<file path="src/aps_pkg.sv">
// Constants and state type of the actuator and power supervisor
package aps_pkg;
  localparam int CLK_HZ = 200_000_000;
  localparam int MS_PER_S = 1000;
  localparam int TICK_MS_CYC = CLK_HZ / MS_PER_S;
  localparam int SYNC_W = 76;
  localparam int ACT_I_STEP = 40;
  localparam int ACT_TMO_STEP_MS = 10;
  localparam int SLEEP_STEP_MS = 60_000;
  localparam int SVC_STEP_H = 10;
  localparam int SVC_WIN_MS = 20_000;
  localparam int SVC_ON_MS = 900;
  localparam int SVC_OFF_MS = 100;
  localparam int FLASH_PER_MS = SVC_ON_MS + SVC_OFF_MS;
  localparam int LOWB_ON_MS = 500;
  localparam int LVC_BASE_MV = 16_000;
  localparam int LVC_STEP_MV = 500;
  localparam int LV_STEP_MS = 1000;
  localparam int GAUGE_EMPTY_MV = 21_000;
  localparam int GAUGE_STEP_MV = 400;
  localparam int BARS_MAX = 10;
  localparam int VOL_MAX = 10;
  localparam int JS_DEAD = 8;

  typedef struct packed {
    logic [SYNC_W-1:0] s1;
    logic [SYNC_W-1:0] s2;
    logic [2:0] btn_prev;
    logic [1:0] lr_prev;
    logic [17:0] tick_cnt;
    logic sel;
    logic [1:0][8:0] act_ms;
    logic [1:0] act_stall;
    logic [1:0] act_up;
    logic [1:0] act_dn;
    logic es_bleep;
    logic [20:0] sleep_ms;
    logic off;
    logic [17:0] lv_ms;
    logic cut;
    logic [14:0] up_ms;
    logic [9:0] flash_ms;
    logic svc_act;
    logic svc_due;
    logic gauge_blank;
    logic [3:0] bars;
    logic [16:0] gauge_mv;
    logic alarm;
    logic btn_bleep;
    logic [3:0] bleep_vol;
    logic spd_up;
    logic spd_dn;
    logic signed [8:0] drive;
    logic signed [9:0] steer;
  } aps_st_s;
endpackage : aps_pkg

</file>
<file path="src/aps_supervisor.sv">
// Actuator end-stop, joystick mapping, sleep, gauge and low-voltage supervisor
//
// Behaviour
// - Each actuator channel holds end force 1..5
// - Stall current held for timeout, then drive removed
// - Joystick left/right selects channel when enabled
// - Joystick selection only with more than one actuator
// - Detection off never stops an actuator
// - Bleep on end-stop stall when enabled
// - Power off after sleep minutes undriven
// - Sleep time zero never powers off
// - Inversion swaps forward and reverse drive
// - Inversion leaves steering axis alone
// - Signed steer trim, reversed by motor swap
// - Button bleep at volume, zero is silent
// - Speed buttons gated while driving unless enabled
// - Service due after interval x 10 hours, zero off
// - Service flash 900/100 ms for 20 s
// - Diagnostic indication overrides service flash
// - Gauge flashes slowly at low bar level
// - Cable resistance compensates gauge under load
// - Low battery alarm at flash level when enabled
// - Cut-out level 16 V to 23.5 V
// - Cease after voltage low for set seconds
`timescale 1ns/100ps
module aps_supervisor #(
  parameter int TICK_MS_CYC = aps_pkg::TICK_MS_CYC
) (
  input wire logic clk,
  input wire logic rst_n,
  input wire logic signed [7:0] js_x,
  input wire logic signed [7:0] js_y,
  input wire logic btn_spd_up,
  input wire logic btn_spd_dn,
  input wire logic btn_act,
  input wire logic act_up_req,
  input wire logic act_dn_req,
  input wire logic chair_moving,
  input wire logic [7:0] act_cur0,
  input wire logic [7:0] act_cur1,
  input wire logic [15:0] vbat_mv,
  input wire logic [7:0] ibat_a,
  input wire logic [13:0] run_hours,
  input wire logic [1:0] num_act,
  input wire logic [2:0] end_force0,
  input wire logic [2:0] end_force1,
  input wire logic [5:0] act_tmo0,
  input wire logic [5:0] act_tmo1,
  input wire logic js_act_sel,
  input wire logic es_detect,
  input wire logic es_bleep_en,
  input wire logic [4:0] sleep_min,
  input wire logic js_invert,
  input wire logic signed [4:0] steer_trim,
  input wire logic swap_motors,
  input wire logic [3:0] bleep_vol_set,
  input wire logic spd_adj_drive,
  input wire logic [9:0] svc_interval,
  input wire logic diag_active,
  input wire logic [3:0] lowb_level,
  input wire logic [7:0] cable_mohm,
  input wire logic lowb_alarm_en,
  input wire logic [3:0] lvc_code,
  input wire logic [7:0] lv_time_s,
  output logic [1:0] act_up_drv,
  output logic [1:0] act_dn_drv,
  output logic act_chan,
  output logic endstop_bleep,
  output logic btn_bleep,
  output logic [3:0] bleep_vol,
  output logic spd_up_ok,
  output logic spd_dn_ok,
  output logic signed [8:0] drive_dem,
  output logic signed [9:0] steer_dem,
  output logic power_off,
  output logic lv_cutout,
  output logic service_due,
  output logic [3:0] gauge_bars,
  output logic gauge_blank,
  output logic [16:0] gauge_mv,
  output logic low_batt_alarm
);

  localparam logic signed [7:0] DEAD = 8'(aps_pkg::JS_DEAD);

  function automatic logic outside_dead(input logic signed [7:0] v);
    outside_dead = (v > DEAD) || (v < -DEAD);
  endfunction : outside_dead

  ////////////////////////////////////////////////////////////////////////////
  logic [1:0] rst_sync_r;
  logic rst_q;
  aps_pkg::aps_st_s q;
  aps_pkg::aps_st_s n;

  always_ff @(posedge clk or negedge rst_n) begin
    if (!rst_n) begin
      rst_sync_r <= 2'h0;
    end else begin
      rst_sync_r <= {rst_sync_r[0], 1'b1};
    end
  end
  assign rst_q = rst_sync_r[1];

  ////////////////////////////////////////////////////////////////////////////
  logic signed [7:0] sx;
  logic signed [7:0] sy;
  logic s_up, s_dn, s_abtn, s_aup, s_adn, s_mov;
  logic [7:0] s_cur1, s_cur0;
  logic [15:0] s_vbat;
  logic [7:0] s_ibat;
  logic [13:0] s_hours;
  assign {sx, sy, s_up, s_dn, s_abtn, s_aup, s_adn, s_mov, s_cur1, s_cur0, s_vbat, s_ibat,
          s_hours} = q.s2;

  logic [2:0] btn_rise;
  logic js_l, js_r, deflect, tick, halt, joy_sel_en, spd_ok, below, svc_act, lowb;
  logic [1:0] act_cmd, act_hit;
  logic [1:0][8:0] act_tmo_ms;
  logic [16:0] vcomp;
  localparam int BARS_W = aps_pkg::BARS_MAX;
  logic [BARS_W-1:0] bar_hit;
  logic [3:0] bars;
  logic signed [9:0] trim_eff;
  logic signed [8:0] sy9;

  assign btn_rise = {s_up, s_dn, s_abtn} & ~q.btn_prev;
  assign js_l = sx < -DEAD;
  assign js_r = sx > DEAD;
  assign deflect = outside_dead(sx) || outside_dead(sy);
  assign tick = q.tick_cnt == 18'(TICK_MS_CYC - 1);
  assign halt = q.off || q.cut;
  assign joy_sel_en = js_act_sel && (num_act > 2'h1);
  assign spd_ok = spd_adj_drive || (!deflect && !s_mov);
  assign below = s_vbat < 16'(aps_pkg::LVC_BASE_MV + lvc_code * aps_pkg::LVC_STEP_MV);
  // Load current times cable resistance gives the drop to add back (A x mOhm = mV)
  assign vcomp = {1'b0, s_vbat} + {9'h000, s_ibat} * {9'h000, cable_mohm};
  assign bars = 4'($countones(bar_hit));
  assign lowb = bars <= lowb_level;
  assign svc_act = q.svc_due && (q.up_ms < 15'(aps_pkg::SVC_WIN_MS)) && !diag_active;
  assign trim_eff = swap_motors ? -10'(steer_trim) : 10'(steer_trim);
  assign sy9 = 9'(sy);

  genvar gi;
  generate
    for (gi = 0; gi < 2; gi++) begin : g_act
      logic [7:0] cur;
      logic [2:0] force_lvl;
      logic [5:0] tmo;
      assign cur = (gi == 0) ? s_cur0 : s_cur1;
      assign force_lvl = (gi == 0) ? end_force0 : end_force1;
      assign tmo = (gi == 0) ? act_tmo0 : act_tmo1;
      assign act_cmd[gi] = (q.sel == 1'(gi)) && (s_aup ^ s_adn) && !halt;
      assign act_hit[gi] = {1'b0, cur} >= 9'(force_lvl * aps_pkg::ACT_I_STEP);
      assign act_tmo_ms[gi] = 9'(tmo * aps_pkg::ACT_TMO_STEP_MS);
    end
    for (gi = 0; gi < BARS_W; gi++) begin : g_bar
      assign bar_hit[gi] = vcomp >=
        17'(aps_pkg::GAUGE_EMPTY_MV + (gi + 1) * aps_pkg::GAUGE_STEP_MV);
    end
  endgenerate

  ////////////////////////////////////////////////////////////////////////////
  always_comb begin
    n = q;
    n.s1 = {js_x, js_y, btn_spd_up, btn_spd_dn, btn_act, act_up_req, act_dn_req,
            chair_moving, act_cur1, act_cur0, vbat_mv, ibat_a, run_hours};
    n.s2 = q.s1;
    n.btn_prev = {s_up, s_dn, s_abtn};
    n.lr_prev = {js_l, js_r};
    n.tick_cnt = tick ? 18'h00000 : q.tick_cnt + 18'h00001;
    // Actuator button always toggles; joystick edges only when enabled
    if (btn_rise[0]) begin
      n.sel = ~q.sel;
    end else if (joy_sel_en && js_l && !q.lr_prev[1]) begin
      n.sel = 1'b0;
    end else if (joy_sel_en && js_r && !q.lr_prev[0]) begin
      n.sel = 1'b1;
    end
    n.es_bleep = 1'b0;
    for (int c = 0; c < 2; c++) begin
      // Stall holds until the command is released, since the dead motor draws no current
      if (!act_cmd[c] || !es_detect) begin
        n.act_ms[c] = 9'h000;
        n.act_stall[c] = 1'b0;
      end else if (q.act_stall[c]) begin
        n.act_ms[c] = q.act_ms[c];
      end else if (!act_hit[c]) begin
        n.act_ms[c] = 9'h000;
      end else if (tick) begin
        n.act_ms[c] = q.act_ms[c] + 9'h001;
        if (q.act_ms[c] + 9'h001 >= act_tmo_ms[c]) begin
          n.act_stall[c] = 1'b1;
          n.es_bleep = es_bleep_en;
        end
      end
      n.act_up[c] = act_cmd[c] && !n.act_stall[c] && s_aup;
      n.act_dn[c] = act_cmd[c] && !n.act_stall[c] && s_adn;
    end
    if (deflect || s_mov) begin
      n.sleep_ms = 21'h000000;
    end else if (tick && !q.off && sleep_min != 5'h00) begin
      n.sleep_ms = q.sleep_ms + 21'h000001;
      if (q.sleep_ms + 21'h000001 >= 21'(sleep_min * aps_pkg::SLEEP_STEP_MS)) begin
        n.off = 1'b1;
      end
    end
    if (!below) begin
      n.lv_ms = 18'h00000;
    end else if (tick && !q.cut) begin
      n.lv_ms = q.lv_ms + 18'h00001;
      if (q.lv_ms + 18'h00001 >= 18'(lv_time_s * aps_pkg::LV_STEP_MS)) begin
        n.cut = 1'b1;
      end
    end
    if (tick && q.up_ms < 15'(aps_pkg::SVC_WIN_MS)) begin
      n.up_ms = q.up_ms + 15'h0001;
    end
    if (tick) begin
      n.flash_ms = (q.flash_ms == 10'(aps_pkg::FLASH_PER_MS - 1)) ? 10'h000
                   : q.flash_ms + 10'h001;
    end
    n.svc_due = (svc_interval != 10'h000) &&
                (s_hours >= 14'(svc_interval * aps_pkg::SVC_STEP_H));
    n.svc_act = svc_act;
    if (svc_act) begin
      n.gauge_blank = q.flash_ms >= 10'(aps_pkg::SVC_ON_MS);
    end else begin
      n.gauge_blank = lowb && (q.flash_ms >= 10'(aps_pkg::LOWB_ON_MS));
    end
    n.bars = bars;
    n.gauge_mv = vcomp;
    n.alarm = lowb_alarm_en && lowb;
    n.btn_bleep = (|btn_rise) && (bleep_vol_set != 4'h0);
    n.bleep_vol = (bleep_vol_set > 4'(aps_pkg::VOL_MAX)) ? 4'(aps_pkg::VOL_MAX) : bleep_vol_set;
    n.spd_up = btn_rise[2] && spd_ok;
    n.spd_dn = btn_rise[1] && spd_ok;
    n.drive = halt ? 9'sh000 : (js_invert ? -sy9 : sy9);
    n.steer = halt ? 10'sh000 : 10'(sx) + trim_eff;
  end

  always_ff @(posedge clk or negedge rst_q) begin
    if (!rst_q) begin
      q <= '0;
    end else begin
      q <= n;
    end
  end

  assign act_up_drv = q.act_up;
  assign act_dn_drv = q.act_dn;
  assign act_chan = q.sel;
  assign endstop_bleep = q.es_bleep;
  assign btn_bleep = q.btn_bleep;
  assign bleep_vol = q.bleep_vol;
  assign spd_up_ok = q.spd_up;
  assign spd_dn_ok = q.spd_dn;
  assign drive_dem = q.drive;
  assign steer_dem = q.steer;
  assign power_off = q.off;
  assign lv_cutout = q.cut;
  assign service_due = q.svc_due;
  assign gauge_bars = q.bars;
  assign gauge_blank = q.gauge_blank;
  assign gauge_mv = q.gauge_mv;
  assign low_batt_alarm = q.alarm;
endmodule : aps_supervisor

</file>
<file path="config.mk">
export PLATFORM = sky130hd
export DESIGN_NAME = aps_supervisor
export DESIGN_NICKNAME = d
export VERILOG_FILES = /design/src/aps_pkg.sv /design/src/aps_supervisor.sv
export SDC_FILE = /design/constraint.sdc
export NUM_CORES = 1
export LEC_CHECK = 0
export BUFFER_PORTS_ARGS = -buffer_cell sky130_fd_sc_hd__buf_4
export CAP_MARGIN = 20
export CORE_MARGIN = 4
export CORE_UTILIZATION = 48
export DETAILED_ROUTE_END_ITERATION = 7
export GPL_TIMING_DRIVEN = 0
export HOLD_SLACK_MARGIN = 0.06
export PLACE_DENSITY = 0.75
export SLEW_MARGIN = 25
export SYNTH_ARGS = -nofsm -noshare
export SYNTH_HDL_FRONTEND = slang
export SYNTH_SLANG_ARGS = --single-unit
</file>
<file path="constraint.sdc">
create_clock -name clk -period 9.8 [get_ports clk]
set_clock_uncertainty 0.15 [all_clocks]
set_input_delay 0.98 -clock clk [delete_from_list [all_inputs] [get_ports clk]]
set_output_delay 0.98 -clock clk [all_outputs]
set_load 0.01 [all_outputs]
</file>
# Word-level counts from Yosys, hierarchy flattened

Index checks and enable logic that the tools add are counted.

Equal/unequal tests: 7
Reduce and logical (&&, ||, !) cells: 59
Add/subtract/negate cells: 21
Bitwise gates (word level): 5
Multiply operators: 9
Mux-type cells: 45
Order comparisons: 28

Operators with widths:

| operator              | count |
|---|---|
| $ge 17x15->1 const B  | 10 |
| $mux 9                | 10 |
| $add 18x1->18 const B | 2 |
| $mux 18               | 2 |
| $mux 10               | 3 |
| $logic_and 1x1->1     | 28 |
| $mux 1                | 26 |
| $mux 22               | 1 |
| $add 21x1->21 const B | 1 |
| $ge 21x21->1          | 1 |
| $mux 21               | 1 |
| $mux 19               | 1 |
| $add 9x1->9 const B   | 2 |
| $eq 18x18->1 const B  | 1 |
| $ge 18x18->1          | 1 |
| $ge 8x9->1            | 2 |
| $ge 9x9->1            | 2 |
| $add 16x16->17        | 1 |
| $gt 8x5->1 const B    | 2 |
| $lt 16x15->1          | 1 |
| $lt 8x4->1 const B    | 2 |
| $mul 5x11->16 const B | 1 |
| $mul 6x3->8 const B   | 2 |
| $mul 8x8->16          | 1 |
| other kinds (39)      | 70 |

Word-level logic and storage cells: 204
Register bits: 319
Input bits: 154

# Longest topological paths before layout

Word-level depth: 12
Mapped depth: 32
Depth with buffers taken out: 32

# Least setup slack after synthesis

OpenSTA, ideal clock, no wires.

Path type: input -> register
Start point: input port cable_mohm[7]
End point: register q, in the netlist gauge_blank
Data required time: 9.555 ns
Cell stages on the path: 29
Data arrival time: 8.334 ns
Slack: 1.221 ns
Cell sequence: nand2_1 > fa_1 > fa_1 > inv_1 > fa_1 > inv_1 > fa_1 > inv_1 > ha_1 > a2111oi_0 > o21ai_0 > a21o_1 > and2_1 > o311ai_0 > nor2_1 > nand3_1 > fa_1 > fa_1 > fa_1 > ha_1 > fa_1 > ha_1 > nor2b_1 > o21ai_0 > nand2b_1 > a21oi_1 > a41o_1 > o211ai_1 > o31ai_1

RTL lines:

| item                   | line                  | source |
|---|---|---|
| start: declaration     | aps_supervisor.sv:61  | `input wire logic [7:0] cable_mohm,` |
| end signal: assignment | aps_supervisor.sv:246 | `q <= n;` |
| end: declaration       | aps_supervisor.sv:93  | `aps_pkg::aps_st_s q;` |

==> impl_metrics.tcl <==
set metrics [dict create \
    antenna_found_initial 1 \
    critical_path.max_stage_delay_ns 0.56 \
    ctsHoldBuffers 1 \
    ys_top_cells_by_count "319 x dfrtp_1, 269 x ha_1, 236 x inv_1" \
    cts_tree "yes" \
    fp.coreArea_um2 43080 \
    yosysMostFrequentCell "dfrtp_1" \
    initial_core_util_pct 48.66 \
    startpoint_type "input pin" \
    met2_usage_pct 32.86 \
    synth_cells 2021 \
    cp_max_fo 10 \
    drive_gt1_share_pct 15.80 \
    grt-ovfl-total 0 \
    finalSetupTns_ns 0 \
    via_per_inst 5.124 \
    period_needed_ns 8.889 \
    dieArea_um2 47080 \
    io_buffers 209 \
    synth_area_leaders "dfrtp_1 38%, ha_1 16%, fa_1 9.3%" \
    rsz0062_at_grt "false" \
    io-pin-count 212 \
    ir_worst_vdd_v 0.0004594 \
    min_period_over_period_pct 90.70 \
    cts.htree.levels 2 \
    gr-usage-met3_pct 3.170 \
    wirelength_um 42050 \
    cts.repair.resized 0 \
    cp.arrival_ns 9.18 \
    synth_fp_nets 2541 \
    fp.dieH_um 217.0 \
    grt_pass1_vias 15500 \
    clockBufferDepth 3 \
    ys.flop_type "dfrtp_1" \
    fin_util_pct 57.63 \
    ys_seq_area_share_pct 38.08 \
    netlist.area_leader.share_pct 38.08 \
    hold_viol_final 0 \
    drtPass1Iterations 5 \
    dp_slack_ns 0.2999 \
    diodes 0 \
    avgSynthCellArea_um2 10.37 \
    place.gp.congestion 0.8361 \
    place_hpwl_um 33250 \
    drv_cap 0 \
    worstMarginPinSlew_ns 0.9130 \
    synth_seq_cells 319 \
    post_cts_buffers 0 \
    cpMaxStageDelayCell "fa_1" \
    power_density_nw_per_um2 250.7 \
    area_growth_pct 18.43 \
    setup_viol 0 \
    holdCritPathClass "flip-flop to flip-flop" \
    multi_input_area_um2 11650 \
    hold_ws_ns 0.1877 \
    status "complete, no violations" \
    netlist_area_um2 20960 \
    cts_sinks 319 \
    end_kind "flip-flop" \
    die_w_um 217.0 \
    setup_ws_ns 0.9111 \
    nFillCells 3543 \
    async_reset_ff_share_pct 100.0 \
    clk_pin_slew_ns 0.06 \
    row_count 76 \
    grtUsageTotal_pct 18.24 \
    clock.fmax_ghz 0.1125 \
    grt_first_pass_wirelength_um 72330 \
    clock_latency_ns 0.55 \
    seqCellArea_um2 7986 \
    synth_edf_count 0 \
    stdcell_count 2889 \
    place_inst 2821 \
    required_ns 10.10 \
    root_buffer "clkbuf_16" \
    vias 14800 \
    slew_headroom_pct 38.91 \
    synth_largest_area_cell "dfrtp_1" \
    final_nets 2796 \
    slew_violations 0 \
    crit_type "input pin to flip-flop" \
    cts_buffers 37 \
    dr.first_iter.drc_count 628 \
    synth_cell_types 70 \
    globalRouteMet1Util_pct 22.38 \
    cpMostUsedCell "fa_1" \
    post_drt_wl_per_cell_um 14.56 \
    drcViolationCount 0 \
    synth_warnings 0 \
    ant_nets 0 \
    grt_start_max_net_pins 57 \
    total_leakage_power_nw 12.40 \
    grt_busiest_layer "met2" \
]
==> area by class of cell <==
type,instances,area share [%]
plain buffers,66,1.774
clock buffers,43,4.027
clock inverters,24,1.618
inverters,237,3.583
multi-input cells,1399,46.94
flip-flops and latches,319,32.17
well taps,585,2.948
repair buffers,216,6.935
==> metal layers <==
metal,share of wire [%],wire length (um)
met2,52,21790
met5,0.048,20
met3,4.1,1717
met4,2.6,1107
met1,41,17420
==> layout by cell type, fill, tap and decap left out, types with 11 or more instances in the layout <==
| master | synthesis | routed |
|---|---|---|
| or2_2 | 12 | 12 |
| a22o_1 | 13 | 13 |
| clkbuf_1 | 15 | 17 |
| nand2_1 | 126 | 126 |
| clkbuf_16 | 0 | 38 |
| nand3_1 | 55 | 55 |
| nor3_1 | 32 | 31 |
| ha_1 | 269 | 269 |
| a31oi_1 | 11 | 11 |
| xnor2_1 | 105 | 105 |
| nand4_1 | 22 | 22 |
| a21oi_1 | 83 | 83 |
| nand2b_1 | 14 | 14 |
| and3_1 | 25 | 25 |
| nor4_1 | 12 | 12 |
| o21ai_0 | 76 | 76 |
| nor2b_1 | 22 | 22 |
| o21a_1 | 13 | 13 |
| fa_1 | 97 | 97 |
| buf_4 | 49 | 258 |
| xor2_1 | 79 | 79 |
| dfrtp_1 | 319 | 318 |
| nor2_1 | 127 | 127 |
| inv_1 | 236 | 236 |
| or3_1 | 16 | 16 |
| a21o_1 | 25 | 25 |
| and2_1 | 51 | 51 |
==> flip-flops by register name (all words and copies together) (netlist names) <==
signal          cells
gauge_bars          4
gauge_mv           17
drive_dem           9
low_batt_alarm      1
act_chan            1
bleep_vol           4
act_dn_drv          2
service_due         1
g_act.cur          16
rst_sync_r          2
btn_bleep           1
q                 164
gauge_blank         1
n                  79
power_off           1
spd_up_ok           1
endstop_bleep       1
spd_dn_ok           1
act_up_drv          2
lv_cutout           1
steer_dem          10
==> logic make-up (layout without fill, tap and decap cells) <==
| logic type | count (synthesis) | after routing | share of synthesized area [%] |
|---|---|---|---|
| AOI/OAI and AO/OA | 290 | 290 | 8.846 |
| xor gates and xnor gates | 184 | 184 | 7.688 |
| adders and majority gates | 366 | 366 | 25.32 |
| buffers and inverters | 303 | 586 | 6.345 |
| DFF | 319 | 319 | 38.08 |
| muxes | 4 | 4 | 0.2089 |
| other | 1 | 1 | 0.01789 |
| and+or+nand+nor | 554 | 554 | 13.49 |
==> metrics by stage <==
step	instance area, um^2	power [mW]
floorplan	20960	3.906
global placement	23260	4.515
detailed placement	23410	4.668
CTS	24830	6.298
global route	24830	6.886
finish	24830	6.224
==> power breakdown <==
part           leakage (nW)  internal [mW]  switching, mW
sequential             4.01           1.44         0.0373
clock                 0.686           1.00          0.568
combinational          7.70           1.42           1.76
total                  12.4           3.86           2.36
==> worst max-delay path: cells and delay by family <==
family | cells | cell delay, ns
buf+inv | 4 | 0.29
simple gates | 5 | 0.96
fa+ha+maj | 11 | 5.02
compound gates | 9 | 1.74
xor+xnor | 1 | 0.19
==> final timing paths <==
kind,from,to,slack (ns),cells after the start
setup / recovery,cable_mohm[7],gauge_blank,0.91,30
hold / removal,n[216],g_act[1].cur[4],0.19,0
setup reg to reg,q[180],gauge_blank,0.98,29
hold reg to reg,n[216],g_act[1].cur[4],0.19,0
max in group asynchronous,rst_sync_r[1],n[231],8.31,2
min in group asynchronous,rst_sync_r[1],g_act[0].cur[2],0.20,0
(Power assumes the default switching activity.)
